## config.mk

```make
export PLATFORM = sky130hd
export DESIGN_NAME = bus_unit
export DESIGN_NICKNAME = d
export VERILOG_FILES = /design/src/hw/bus_pkg.sv /design/src/hw/decode_if.sv /design/src/hw/regfile_mem.sv /design/src/hw/addr_decode.sv /design/src/hw/bus_unit.sv
export SDC_FILE = /design/constraint.sdc
export NUM_CORES = 2
export LEC_CHECK = 0
export ABC_CLOCK_PERIOD_IN_PS = 4300
export BUFFER_PORTS_ARGS = -buffer_cell sky130_fd_sc_hd__buf_2
export CAP_MARGIN = 10
export CELL_PAD_IN_SITES_DETAIL_PLACEMENT = 2
export CELL_PAD_IN_SITES_GLOBAL_PLACEMENT = 2
export CORE_MARGIN = 2
export CORE_UTILIZATION = 44
export DETAILED_ROUTE_END_ITERATION = 8
export PLACE_DENSITY = 0.74
export RECOVER_POWER = 25
export SYNTH_ARGS = -nofsm -noshare
export SYNTH_HDL_FRONTEND = slang
export SYNTH_HIERARCHICAL = 1
export SYNTH_SLANG_ARGS = --single-unit
```

## constraint.sdc

```tcl
create_clock -name sys_clk -period 4.3 [get_ports sys_clk]
set_input_delay 0.86 -clock sys_clk [delete_from_list [all_inputs] [get_ports sys_clk]]
set_output_delay 0.86 -clock sys_clk [all_outputs]
set_load 0.005 [all_outputs]
```

## src/hw/bus_pkg.sv

```systemverilog
package bus_pkg;

    // ------------------------------------------------------------
    // timing, in ns as specified, and derived clock counts
    // ------------------------------------------------------------
    localparam int TPC_NS = 10;
    localparam int AS_LOW_NS = 35;
    localparam int AS_TO_DS_NS = 40;
    localparam int DS_RD_NS = 135;
    localparam int DS_WR_NS = 80;
    localparam int EXT_STRETCH_TPC = 2;
    localparam int AS_LOW_CYC = (AS_LOW_NS + TPC_NS - 1) / TPC_NS;
    localparam int AS_TO_DS_CYC = (AS_TO_DS_NS + TPC_NS - 1) / TPC_NS;
    localparam int DS_RD_CYC = (DS_RD_NS + TPC_NS - 1) / TPC_NS;
    localparam int DS_WR_CYC = (DS_WR_NS + TPC_NS - 1) / TPC_NS;
    localparam int CNT_W = 5;

    // ------------------------------------------------------------
    // address map
    // ------------------------------------------------------------
    localparam int ROM_AW = 13;
    localparam logic [15:0] PC_RESET = 16'h000C;
    localparam logic [15:0] VEC_END = 16'h000C;
    localparam logic [15:0] ROM_TOP = 16'h2000;
    localparam logic [15:0] DATA_BASE = 16'h1000;
    localparam logic [7:0] P0_REG = 8'h00;
    localparam logic [7:0] PORT_LAST = 8'h03;
    localparam logic [7:0] GP_LAST = 8'hEF;
    localparam logic [7:0] BANK_E_LO = 8'hE0;
    localparam logic [7:0] BANK_E_HI = 8'hEF;
    localparam logic [7:0] RP_REG = 8'hFD;
    localparam logic [7:0] SPH_REG = 8'hFE;
    localparam logic [7:0] SPL_REG = 8'hFF;
    localparam logic [7:0] STK_LO = 8'h04;
    localparam logic [7:0] STK_HI = 8'h7F;
    localparam logic [7:0] REFUSED_DATA = 8'hFF;

    // ------------------------------------------------------------
    // software register port
    // ------------------------------------------------------------
    localparam logic [3:0] SW_CFG = 4'h0;
    localparam logic [3:0] SW_STAT = 4'h1;
    localparam logic [3:0] SW_PC = 4'h2;
    localparam logic [3:0] SW_SP = 4'h3;
    localparam logic [3:0] SW_RP = 4'h4;
    localparam int CFG_FLOAT = 0;
    localparam int CFG_P1AD = 1;
    localparam int CFG_P0M = 2;
    localparam int CFG_XTIME = 4;
    localparam int CFG_DMEN = 5;
    localparam int CFG_XSTK = 6;
    localparam int CFG_W = 7;
    localparam logic [CFG_W-1:0] CFG_RESET = 7'h00;
    localparam int STAT_REFUSED = 0;
    localparam int STAT_EXTBUSY = 1;

    // ------------------------------------------------------------
    // types
    // ------------------------------------------------------------
    typedef enum logic [3:0] {
        K_IDLE, K_FETCH, K_VEC, K_JUMP, K_DRD, K_DWR, K_PWR, K_RRD, K_RWR, K_PUSH, K_POP
    } req_kind_t;
    typedef enum logic [1:0] {M_DIRECT, M_WORKING, M_INDIRECT} reg_mode_t;
    typedef enum logic [1:0] {P0_IO, P0_NIBBLE, P0_FULL} p0_mode_t;
    typedef enum logic [1:0] {RG_PORT, RG_GP, RG_CTRL} region_t;

    function automatic region_t region_of(input logic [7:0] a);
        if (a <= PORT_LAST) begin
            return RG_PORT;
        end else if (a <= GP_LAST) begin
            return RG_GP;
        end
        return RG_CTRL;
    endfunction

endpackage

```

## src/hw/decode_if.sv

```systemverilog
`timescale 1ns/10ps
interface decode_if;
    import bus_pkg::*;
    req_kind_t kind;
    reg_mode_t mode;
    logic [15:0] addr;
    logic [15:0] pc;
    logic [7:0] rp;
    logic [15:0] sp;
    logic p1_ad;
    p0_mode_t p0_mode;
    logic xstk;
    logic ext;
    logic write;
    logic dspace;
    logic is_reg;
    logic [7:0] reg_addr;
    logic [15:0] mem_addr;
    logic refused;

    modport requester(
        output kind, mode, addr, pc, rp, sp, p1_ad, p0_mode, xstk,
        input ext, write, dspace, is_reg, reg_addr, mem_addr, refused
    );
    modport decoder(
        input kind, mode, addr, pc, rp, sp, p1_ad, p0_mode, xstk,
        output ext, write, dspace, is_reg, reg_addr, mem_addr, refused
    );
endinterface

```

## src/hw/regfile_mem.sv

```systemverilog
`timescale 1ns/10ps
module regfile_mem #(
    parameter int DEPTH = 256,
    parameter int AW = 8,
    parameter int DW = 8
) (
    input logic sys_clk,
    input logic nrst,
    input logic we,
    input logic [AW-1:0] waddr,
    input logic [DW-1:0] wdata,
    input logic [AW-1:0] raddr,
    output logic [DW-1:0] rdata_q
);
    logic [DW-1:0] mem [DEPTH];

    always_ff @(posedge sys_clk) begin
        if (we) begin
            mem[waddr] <= wdata;
        end
    end

    always_ff @(posedge sys_clk) begin
        if (!nrst) begin
            rdata_q <= '0;
        end else begin
            rdata_q <= mem[raddr];
        end
    end
endmodule

```

## src/hw/addr_decode.sv

```systemverilog
`timescale 1ns/10ps
module addr_decode
    import bus_pkg::*;
(
    decode_if.decoder dif
);
    logic [15:0] spn;
    logic [7:0] spl;

    always_comb begin
        dif.ext = 1'b0;
        dif.write = 1'b0;
        dif.dspace = 1'b0;
        dif.is_reg = 1'b0;
        dif.reg_addr = 8'h00;
        dif.mem_addr = 16'h0000;
        dif.refused = 1'b0;
        spn = (dif.kind == K_PUSH) ? dif.sp - 16'h0001 : dif.sp;
        spl = spn[7:0];
        case (dif.kind)
            K_FETCH: begin
                dif.mem_addr = dif.pc;
                dif.ext = (dif.pc >= ROM_TOP);
            end
            K_VEC: begin
                dif.mem_addr = dif.addr;
                dif.refused = (dif.addr >= VEC_END);
            end
            K_DRD, K_DWR: begin
                dif.mem_addr = dif.addr;
                dif.ext = 1'b1;
                dif.dspace = 1'b1;
                dif.write = (dif.kind == K_DWR);
                dif.refused = (dif.addr < DATA_BASE);
            end
            K_PWR: begin
                dif.mem_addr = dif.addr;
                dif.ext = 1'b1;
                dif.write = 1'b1;
                dif.refused = (dif.addr < ROM_TOP);
            end
            K_RRD, K_RWR: begin
                dif.is_reg = 1'b1;
                dif.write = (dif.kind == K_RWR);
                case (dif.mode)
                    M_WORKING: dif.reg_addr = {dif.rp[7:4], dif.addr[3:0]};
                    default: dif.reg_addr = dif.addr[7:0];
                endcase
                dif.refused = (dif.mode == M_DIRECT) && (dif.addr[7:0] >= BANK_E_LO)
                    && (dif.addr[7:0] <= BANK_E_HI);
            end
            K_PUSH, K_POP: begin
                dif.write = (dif.kind == K_PUSH);
                if (dif.xstk) begin
                    dif.ext = 1'b1;
                    dif.dspace = 1'b1;
                    dif.mem_addr = spn;
                    dif.refused = (spn < DATA_BASE);
                end else begin
                    dif.is_reg = 1'b1;
                    dif.reg_addr = spl;
                    dif.refused = (spl < STK_LO) || (spl > STK_HI);
                end
            end
            default: begin
                dif.mem_addr = 16'h0000;
            end
        endcase
        if (dif.ext) begin
            if (!dif.p1_ad) begin
                dif.refused = 1'b1;
            end
            if (dif.p0_mode == P0_IO && dif.mem_addr[15:8] != 8'h00) begin
                dif.refused = 1'b1;
            end
            if (dif.p0_mode == P0_NIBBLE && dif.mem_addr[15:12] != 4'h0) begin
                dif.refused = 1'b1;
            end
        end
    end
endmodule

```

## src/hw/bus_unit.sv

```systemverilog
`timescale 1ns/10ps
module bus_unit
    import bus_pkg::*;
#(
    parameter int EXT_STRETCH = EXT_STRETCH_TPC
) (
    input logic sys_clk,
    input logic nrst,
    input logic [3:0] sw_addr,
    input logic [15:0] sw_wdata,
    input logic sw_wr,
    input logic sw_rd,
    output logic [15:0] sw_rdata_q,
    input logic req_valid,
    input req_kind_t req_kind,
    input reg_mode_t req_mode,
    input logic [15:0] req_addr,
    input logic [7:0] req_wdata,
    output logic req_ready_q,
    output logic rsp_valid_q,
    output logic [7:0] rsp_data_q,
    output logic rsp_error_q,
    output logic [ROM_AW-1:0] rom_addr_q,
    input logic [7:0] rom_data,
    input logic [7:0] p1_in,
    output logic [7:0] p1_out_q,
    output logic [7:0] p1_oe_n_q,
    output logic [7:0] p0_out_q,
    output logic [7:0] p0_oe_n_q,
    output logic addr_strobe_n_q,
    output logic addr_strobe_oe_n_q,
    output logic data_strobe_n_q,
    output logic data_strobe_oe_n_q,
    output logic rw_q,
    output logic rw_oe_n_q,
    output logic data_space_select_n_q
);
    typedef enum {ST_AS, ST_AH, ST_DS, ST_DONE} state_t;

    // ------------------------------------------------------------
    // state and configuration
    // ------------------------------------------------------------
    state_t state_q, state_d;
    logic [CNT_W-1:0] cnt_q;
    logic [CFG_W-1:0] cfg_q;
    logic [1:0] stat_q;
    logic [15:0] pc_q;
    logic [15:0] sp_q;
    logic [7:0] rp_q;
    logic [7:0] p0_io_q;
    logic [7:0] p1_meta_q, p1_sync_q;
    req_kind_t kind_q;
    logic ext_q, wr_q, dsp_q, isreg_q, refused_q;
    logic [7:0] raddr_q, wdata_q;
    logic [15:0] maddr_q;
    logic p1_drv_q, p1_drv_d;
    logic [7:0] mem_rdata;
    logic take, go_ext, fin, reg_we, cfg_float;
    logic [7:0] p0_mask, p0_hi;
    p0_mode_t p0_mode;

    decode_if dif();

    addr_decode u_dec (
        .dif(dif)
    );

    regfile_mem #(.DEPTH(256), .AW(8), .DW(8)) u_rf (
        .sys_clk(sys_clk),
        .nrst(nrst),
        .we(reg_we),
        .waddr(raddr_q),
        .wdata(wdata_q),
        .raddr(raddr_q),
        .rdata_q(mem_rdata)
    );

    assign p0_mode = p0_mode_t'(cfg_q[CFG_P0M +: 2]);
    assign cfg_float = cfg_q[CFG_FLOAT];
    assign dif.kind = req_valid ? req_kind : K_IDLE;
    assign dif.mode = req_mode;
    assign dif.addr = req_addr;
    assign dif.pc = pc_q;
    assign dif.rp = rp_q;
    assign dif.sp = sp_q;
    assign dif.p1_ad = cfg_q[CFG_P1AD];
    assign dif.p0_mode = p0_mode;
    assign dif.xstk = cfg_q[CFG_XSTK];

    assign take = req_ready_q;
    assign go_ext = ext_q && !refused_q;
    assign fin = (state_d == ST_DONE) && (state_q != ST_DONE);
    assign reg_we = isreg_q && wr_q && !refused_q && (state_q == ST_AH) && (cnt_q == '0);

    // ------------------------------------------------------------
    // machine cycle sequencer
    // ------------------------------------------------------------
    always_comb begin
        state_d = state_q;
        case (state_q)
            ST_DONE: state_d = ST_AS;
            ST_AS: begin
                if (cnt_q == '0) begin
                    state_d = ST_AH;
                end
            end
            ST_AH: begin
                if (cnt_q == '0) begin
                    state_d = go_ext ? ST_DS : ST_DONE;
                end
            end
            ST_DS: begin
                if (cnt_q == '0) begin
                    state_d = ST_DONE;
                end
            end
            default: state_d = ST_DONE;
        endcase
    end

    always_ff @(posedge sys_clk) begin
        if (!nrst) begin
            state_q <= ST_DONE;
        end else begin
            state_q <= state_d;
        end
    end

    always_ff @(posedge sys_clk) begin
        if (!nrst) begin
            cnt_q <= '0;
        end else if (state_d != state_q) begin
            case (state_d)
                ST_AS: cnt_q <= CNT_W'(AS_LOW_CYC - 1);
                ST_AH: cnt_q <= CNT_W'(AS_TO_DS_CYC - 1);
                ST_DS: cnt_q <= CNT_W'((wr_q ? DS_WR_CYC : DS_RD_CYC)
                    + (cfg_q[CFG_XTIME] ? EXT_STRETCH : 0) - 1);
                default: cnt_q <= '0;
            endcase
        end else if (cnt_q != '0) begin
            cnt_q <= cnt_q - 1'b1;
        end
    end

    always_ff @(posedge sys_clk) begin
        if (!nrst) begin
            req_ready_q <= 1'b1;
        end else begin
            req_ready_q <= (state_d == ST_DONE);
        end
    end

    // ------------------------------------------------------------
    // request capture
    // ------------------------------------------------------------
    always_ff @(posedge sys_clk) begin
        if (!nrst) begin
            kind_q <= K_IDLE;
            ext_q <= 1'b0;
            wr_q <= 1'b0;
            dsp_q <= 1'b0;
            isreg_q <= 1'b0;
            refused_q <= 1'b0;
            raddr_q <= 8'h00;
            wdata_q <= 8'h00;
            maddr_q <= 16'h0000;
        end else if (take) begin
            kind_q <= dif.kind;
            ext_q <= dif.ext;
            wr_q <= dif.write;
            dsp_q <= dif.dspace;
            isreg_q <= dif.is_reg;
            refused_q <= dif.refused;
            raddr_q <= dif.reg_addr;
            wdata_q <= req_wdata;
            maddr_q <= dif.mem_addr;
        end
    end

    // ------------------------------------------------------------
    // program counter, stack pointer, register pointer
    // ------------------------------------------------------------
    always_ff @(posedge sys_clk) begin
        if (!nrst) begin
            pc_q <= PC_RESET;
        end else if (take && dif.kind == K_FETCH && !dif.refused) begin
            pc_q <= pc_q + 16'h0001;
        end else if (take && dif.kind == K_JUMP) begin
            pc_q <= req_addr;
        end
    end

    always_ff @(posedge sys_clk) begin
        if (!nrst) begin
            sp_q <= 16'h0000;
            rp_q <= 8'h00;
        end else if (take && !dif.refused && (dif.kind == K_PUSH || dif.kind == K_POP)) begin
            if (cfg_q[CFG_XSTK]) begin
                sp_q <= (dif.kind == K_PUSH) ? sp_q - 16'h0001 : sp_q + 16'h0001;
            end else begin
                sp_q[7:0] <= (dif.kind == K_PUSH) ? sp_q[7:0] - 8'h01 : sp_q[7:0] + 8'h01;
            end
        end else if (reg_we && region_of(raddr_q) == RG_CTRL) begin
            case (raddr_q)
                RP_REG: rp_q <= wdata_q;
                SPH_REG: sp_q[15:8] <= wdata_q;
                SPL_REG: sp_q[7:0] <= wdata_q;
                default: rp_q <= rp_q;
            endcase
        end
    end

    always_ff @(posedge sys_clk) begin
        if (!nrst) begin
            p0_io_q <= 8'h00;
        end else if (reg_we && raddr_q == P0_REG) begin
            p0_io_q <= wdata_q;
        end
    end

    // ------------------------------------------------------------
    // answer to the core
    // ------------------------------------------------------------
    always_ff @(posedge sys_clk) begin
        if (!nrst) begin
            p1_meta_q <= 8'h00;
            p1_sync_q <= 8'h00;
        end else begin
            p1_meta_q <= p1_in;
            p1_sync_q <= p1_meta_q;
        end
    end

    always_ff @(posedge sys_clk) begin
        if (!nrst) begin
            rsp_valid_q <= 1'b0;
            rsp_error_q <= 1'b0;
            rsp_data_q <= 8'h00;
        end else begin
            rsp_valid_q <= fin && (kind_q != K_IDLE);
            rsp_error_q <= fin && (kind_q != K_IDLE) && refused_q;
            if (!fin) begin
                rsp_data_q <= 8'h00;
            end else if (refused_q) begin
                rsp_data_q <= REFUSED_DATA;
            end else if (wr_q) begin
                rsp_data_q <= 8'h00;
            end else if (ext_q) begin
                rsp_data_q <= p1_sync_q;
            end else if (kind_q == K_FETCH || kind_q == K_VEC) begin
                rsp_data_q <= rom_data;
            end else if (isreg_q) begin
                case (raddr_q)
                    RP_REG: rsp_data_q <= rp_q;
                    SPH_REG: rsp_data_q <= sp_q[15:8];
                    SPL_REG: rsp_data_q <= sp_q[7:0];
                    default: rsp_data_q <= mem_rdata;
                endcase
            end else begin
                rsp_data_q <= 8'h00;
            end
        end
    end

    always_ff @(posedge sys_clk) begin
        if (!nrst) begin
            rom_addr_q <= '0;
        end else if (take && !dif.ext && (dif.kind == K_FETCH || dif.kind == K_VEC)) begin
            rom_addr_q <= dif.mem_addr[ROM_AW-1:0];
        end
    end

    // ------------------------------------------------------------
    // external bus pins
    // ------------------------------------------------------------
    always_comb begin
        p1_drv_d = p1_drv_q;
        if (take) begin
            p1_drv_d = cfg_q[CFG_P1AD];
        end else if (state_d == ST_DS && state_q != ST_DS && !wr_q) begin
            p1_drv_d = 1'b0;
        end
    end

    always_comb begin
        case (p0_mode)
            P0_NIBBLE: p0_mask = 8'h0F;
            P0_FULL: p0_mask = 8'hFF;
            default: p0_mask = 8'h00;
        endcase
        p0_hi = take ? dif.mem_addr[15:8] : maddr_q[15:8];
    end

    always_ff @(posedge sys_clk) begin
        if (!nrst) begin
            p1_drv_q <= 1'b0;
            p1_out_q <= 8'h00;
            p1_oe_n_q <= 8'hFF;
        end else begin
            p1_drv_q <= p1_drv_d;
            p1_oe_n_q <= {8{cfg_float | !p1_drv_d}};
            if (take) begin
                p1_out_q <= dif.mem_addr[7:0];
            end else if (state_d == ST_DS && state_q != ST_DS && wr_q) begin
                p1_out_q <= wdata_q;
            end
        end
    end

    always_ff @(posedge sys_clk) begin
        if (!nrst) begin
            p0_out_q <= 8'h00;
            p0_oe_n_q <= 8'h00;
        end else begin
            p0_out_q <= (p0_hi & p0_mask) | (p0_io_q & ~p0_mask);
            p0_oe_n_q <= cfg_float ? p0_mask : 8'h00;
        end
    end

    always_ff @(posedge sys_clk) begin
        if (!nrst) begin
            addr_strobe_n_q <= 1'b1;
            data_strobe_n_q <= 1'b1;
            rw_q <= 1'b1;
            data_space_select_n_q <= 1'b1;
            addr_strobe_oe_n_q <= 1'b0;
            data_strobe_oe_n_q <= 1'b0;
            rw_oe_n_q <= 1'b0;
        end else begin
            addr_strobe_n_q <= (state_d != ST_AS);
            data_strobe_n_q <= (state_d != ST_DS);
            addr_strobe_oe_n_q <= cfg_float;
            data_strobe_oe_n_q <= cfg_float;
            rw_oe_n_q <= cfg_float;
            if (take) begin
                rw_q <= !(dif.ext && dif.write && !dif.refused);
                data_space_select_n_q <= !(cfg_q[CFG_DMEN] && dif.dspace && dif.ext
                    && !dif.refused);
            end
        end
    end

    // ------------------------------------------------------------
    // software registers
    // ------------------------------------------------------------
    always_ff @(posedge sys_clk) begin
        if (!nrst) begin
            cfg_q <= CFG_RESET;
        end else if (sw_wr && sw_addr == SW_CFG) begin
            cfg_q <= sw_wdata[CFG_W-1:0];
        end
    end

    always_ff @(posedge sys_clk) begin
        if (!nrst) begin
            stat_q <= 2'b00;
        end else begin
            stat_q[STAT_EXTBUSY] <= go_ext && (state_d != ST_DONE);
            if (fin && refused_q && kind_q != K_IDLE) begin
                stat_q[STAT_REFUSED] <= 1'b1;
            end else if (sw_wr && sw_addr == SW_STAT && sw_wdata[STAT_REFUSED]) begin
                stat_q[STAT_REFUSED] <= 1'b0;
            end
        end
    end

    always_ff @(posedge sys_clk) begin
        if (!nrst) begin
            sw_rdata_q <= 16'h0000;
        end else if (sw_rd) begin
            case (sw_addr)
                SW_CFG: sw_rdata_q <= {{(16 - CFG_W){1'b0}}, cfg_q};
                SW_STAT: sw_rdata_q <= {14'h0000, stat_q};
                SW_PC: sw_rdata_q <= pc_q;
                SW_SP: sw_rdata_q <= sp_q;
                SW_RP: sw_rdata_q <= {8'h00, rp_q};
                default: sw_rdata_q <= 16'h0000;
            endcase
        end else begin
            sw_rdata_q <= 16'h0000;
        end
    end
endmodule

```

==> results.cfg <==
[run_status]
status = complete, but fails checks
violations = capacitance limit, slew limit

[logic_synthesis]
synth.avg_cell_area_um2 = 17.44
yosysSeqAreaShare_pct = 72.72
synth_ff_type = edfxtp_1
synth_top_area_share_pct = 67.96
ys.warnings.count = 6
synthTopCellsByArea = edfxtp_1 68%, mux4_2 8.4%, dfxtp_1 4.8%
synth_edf_count = 2048
synth_area_um2 = 90490
yosys.cell_types.count = 96
synth_cells = 5188
yosysTopAreaCell = edfxtp_1
async_reset_ff_share_pct = 0
ys_seq_elements = 2263

[timing]
rsz0062_at_grt = false
fin_crit_sh_pct = 98.10
fin_skew_ns = 0.05043
setup_viol = 0
relSlewSlack_pct = -162.9
hold_violations = 0
min_period_ns = 4.218
worst_pin_slew_ns = 3.943
report.final.slew_viol_count = 753
maxClockFrequency_mhz = 237.1

[grt]
grt_pass1_wl_um = 495300
grt_max_degree = 140
grt_overflow = 0
first_global_vias = 59990
grtUsageTotal_pct = 33.58
antenna_found_initial = 19

[route]
wl_per_cell_um = 40.94
wl_um = 354000
drtPass1Iterations = 6
postRouteAntennaNets = 0
drtIter0Drc = 7999
route.detailed.drc = 0
viasPerCell = 6.562
vias = 56750

[floorplan]
die_h_um = 457.5
rows = 166
ios = 150
die-area_um2 = 209300
core_area_um2 = 204600
die_w_um = 457.5
start_util_pct = 44.23

[hold_path]
hold_path.class = in -> reg

[cts]
cts_resized = 0
clockRootBuffer = clkbuf_16
clk_pin_slew_ns = 0.06
clk_path_buf_depth = 3
cts_made_buffers = 230
clkLatencyLatePin_ns = 0.94
cts_tree = done
cts_max_level = 4
cts.sinks = 2263

[finish]
drive_gt1_share_pct = 22.82
layout_commonest_cell = edfxtp_1
n_fill_cell = 18190
final_cell_mix = 2048 x edfxtp_1, 492 x nor2_1, 429 x buf_4
finalNetCount = 5846
fin_area_um2 = 104400
areaGrowthSynthToFinish_pct = 15.31
stdcell_count = 8647
post-route-util_pct = 51.01
multi_input_area_um2 = 22670
regArea_um2 = 65830

[pwr]
p_per_area_nw_per_um2 = 443.3
irDropWorstVdd_mv = 0.4910
leakage_uw = 0.03644
total_power_uw = 46260

[placed_design]
placed_cells = 8205
placed_area_um2 = 97000
io_buffers = 140
dp_hpwl_um = 216000
gp_congestion = 0.9055

[worst_setup_path]
crit_type = reg -> reg
cp.required_ns = 5.13
crit_path_frequent_cell = buf_4
critPathTopFamily = compound AO/OA/AOI/OAI gates
crit_fanout = 19
cp_cell_sequence = buf_12 -> buf_4 -> mux2i_1 -> o221ai_1 -> o22a_1 -> nor2_1 -> a2111oi_0 -> buf_4 -> nand4_1 -> o31ai_1 -> buf_4
timing.critical_path.from = raddr_q[0]
cp_slowest_cell = dfxtp_4
crit_end = u_rf/rdata_q[4]
r2r-end = u_rf/rdata_q[4]
crit_path_max_incr_delay_ns = 0.98
reg2reg_slack_ns = 0.08
arrival_ns = 5.05
cp_num_buf_inv = 4
cp_num_cells = 11
cp-start-kind = register
end_kind = register
reg2reg_from = raddr_q[0]
rr_worst_depth = 11

[run]
drv_cap = 11
-- layer usage --
metal / global-route usage [%] / up-vias / wire [µm]
met5: 0 / - / 75
met2: 55.33 / 3653 / 171300
met1: 42.65 / 30250 / 131400
li1: - / 21900 / -
met4: 16.87 / 12 / 20570
met3: 6.354 / 928 / 30680
-- state kept, by name, summed over array words and instances (netlist names), 2 cells and up --
| name | flops |
|---|---|
| maddr_q | 8 |
| rom_addr_q | 13 |
| u_rf/rdata_q | 8 |
| raddr_q | 8 |
| state_q | 32 |
| p1_out_q | 8 |
| u_rf/mem | 2048 |
| cnt_q | 5 |
| p0_out_q | 8 |
| wdata_q | 8 |
| p0_oe_n_q | 2 |
| p0_io_q | 8 |
| dif.pc | 16 |
| cfg_q | 7 |
| kind_q | 4 |
| p1_meta_q | 8 |
| dif.rp | 8 |
| dif.sp | 16 |
| p1_sync_q | 8 |
| stat_q | 2 |
| rsp_data_q | 8 |
| sw_rdata_q | 16 |
-- cells in the mapped netlist, drive strengths merged, types with 10 or more instances --
library cell     n
a2111oi         10
a211oi          69
a21oi          112
a22oi           74
a31oi           22
and2            31
buf            183
clkbuf         141
dfxtp          215
edfxtp        2048
ha              22
inv             44
mux2            27
mux2i          406
mux4           361
nand2          223
nand2b          15
nand3           66
nand4           37
nor2           493
nor2b           21
nor3            55
nor4            40
o211ai          16
o21a            12
o21ai           83
o221ai          88
o22ai          126
or3             12
xnor2           18
xor2            11
-- power by group --
group | internal, µW | total (µW) | switching [µW]
clock network | 11200 | 20600 | 9390
registers | 24000 | 24200 | 172
logic | 431 | 1480 | 1040
-- kinds of logic (layout without fill, tap and decap cells) --
kind of cell,count (synthesis),in the layout,share of synthesized area (%)
mux,794,794,13.91
compound gates,677,677,5.157
fa+ha+maj,23,23,0.3263
other cells,1,38,0.004144
buf+inv,368,1102,2.420
flops,2263,2263,72.72
simple gates,1033,1033,5.186
xor+xnor,29,29,0.2807
-- stage by stage --
stage	hold WS [ns]	setup TNS, ns	worst slack [ns]
floorplan	0.4119	-15.49	-0.03574
global placement	0.4201	-5.357	-0.2573
detailed placement	0.4332	-7.291	-0.3364
CTS	0.1427	0	0.1782
global route	0.1919	0	0.07220
finish	0.1934	0	0.08160
-- worst min-delay path by stage --
stage	startpoint	to	slack, ns	cells after the start
6_report	p1_in[2]	p1_meta_q[2]	0.19	2
5_1_grt	p1_in[5]	p1_meta_q[5]	0.19	2
3_3_place_gp	p1_meta_q[5]	p1_sync_q[5]	0.42	1
3_5_place_dp	p1_meta_q[6]	p1_sync_q[6]	0.43	1
2_1_floorplan	p1_meta_q[0]	p1_sync_q[0]	0.41	1
4_1_cts	p1_in[2]	p1_meta_q[2]	0.14	2
-- area by class of cell --
type	count	share of cell area [%]
timing repair buffer	627	4.707
sequential	2263	63.08
clock buffer	296	5.909
clock inverter	135	1.169
tap	2688	3.223
multi-input combinational	2586	21.73
antenna	8	0.01918
inverter	44	0.1619
-- repair_timing --
item	4_1_cts	5_1_grt
endpoints found under the hold margin	0	0
hold buffers	0	0
buffers inserted	1	0
endpoints found under the setup margin	1	0
No activity file was read; power rests on OpenSTA's default activity.
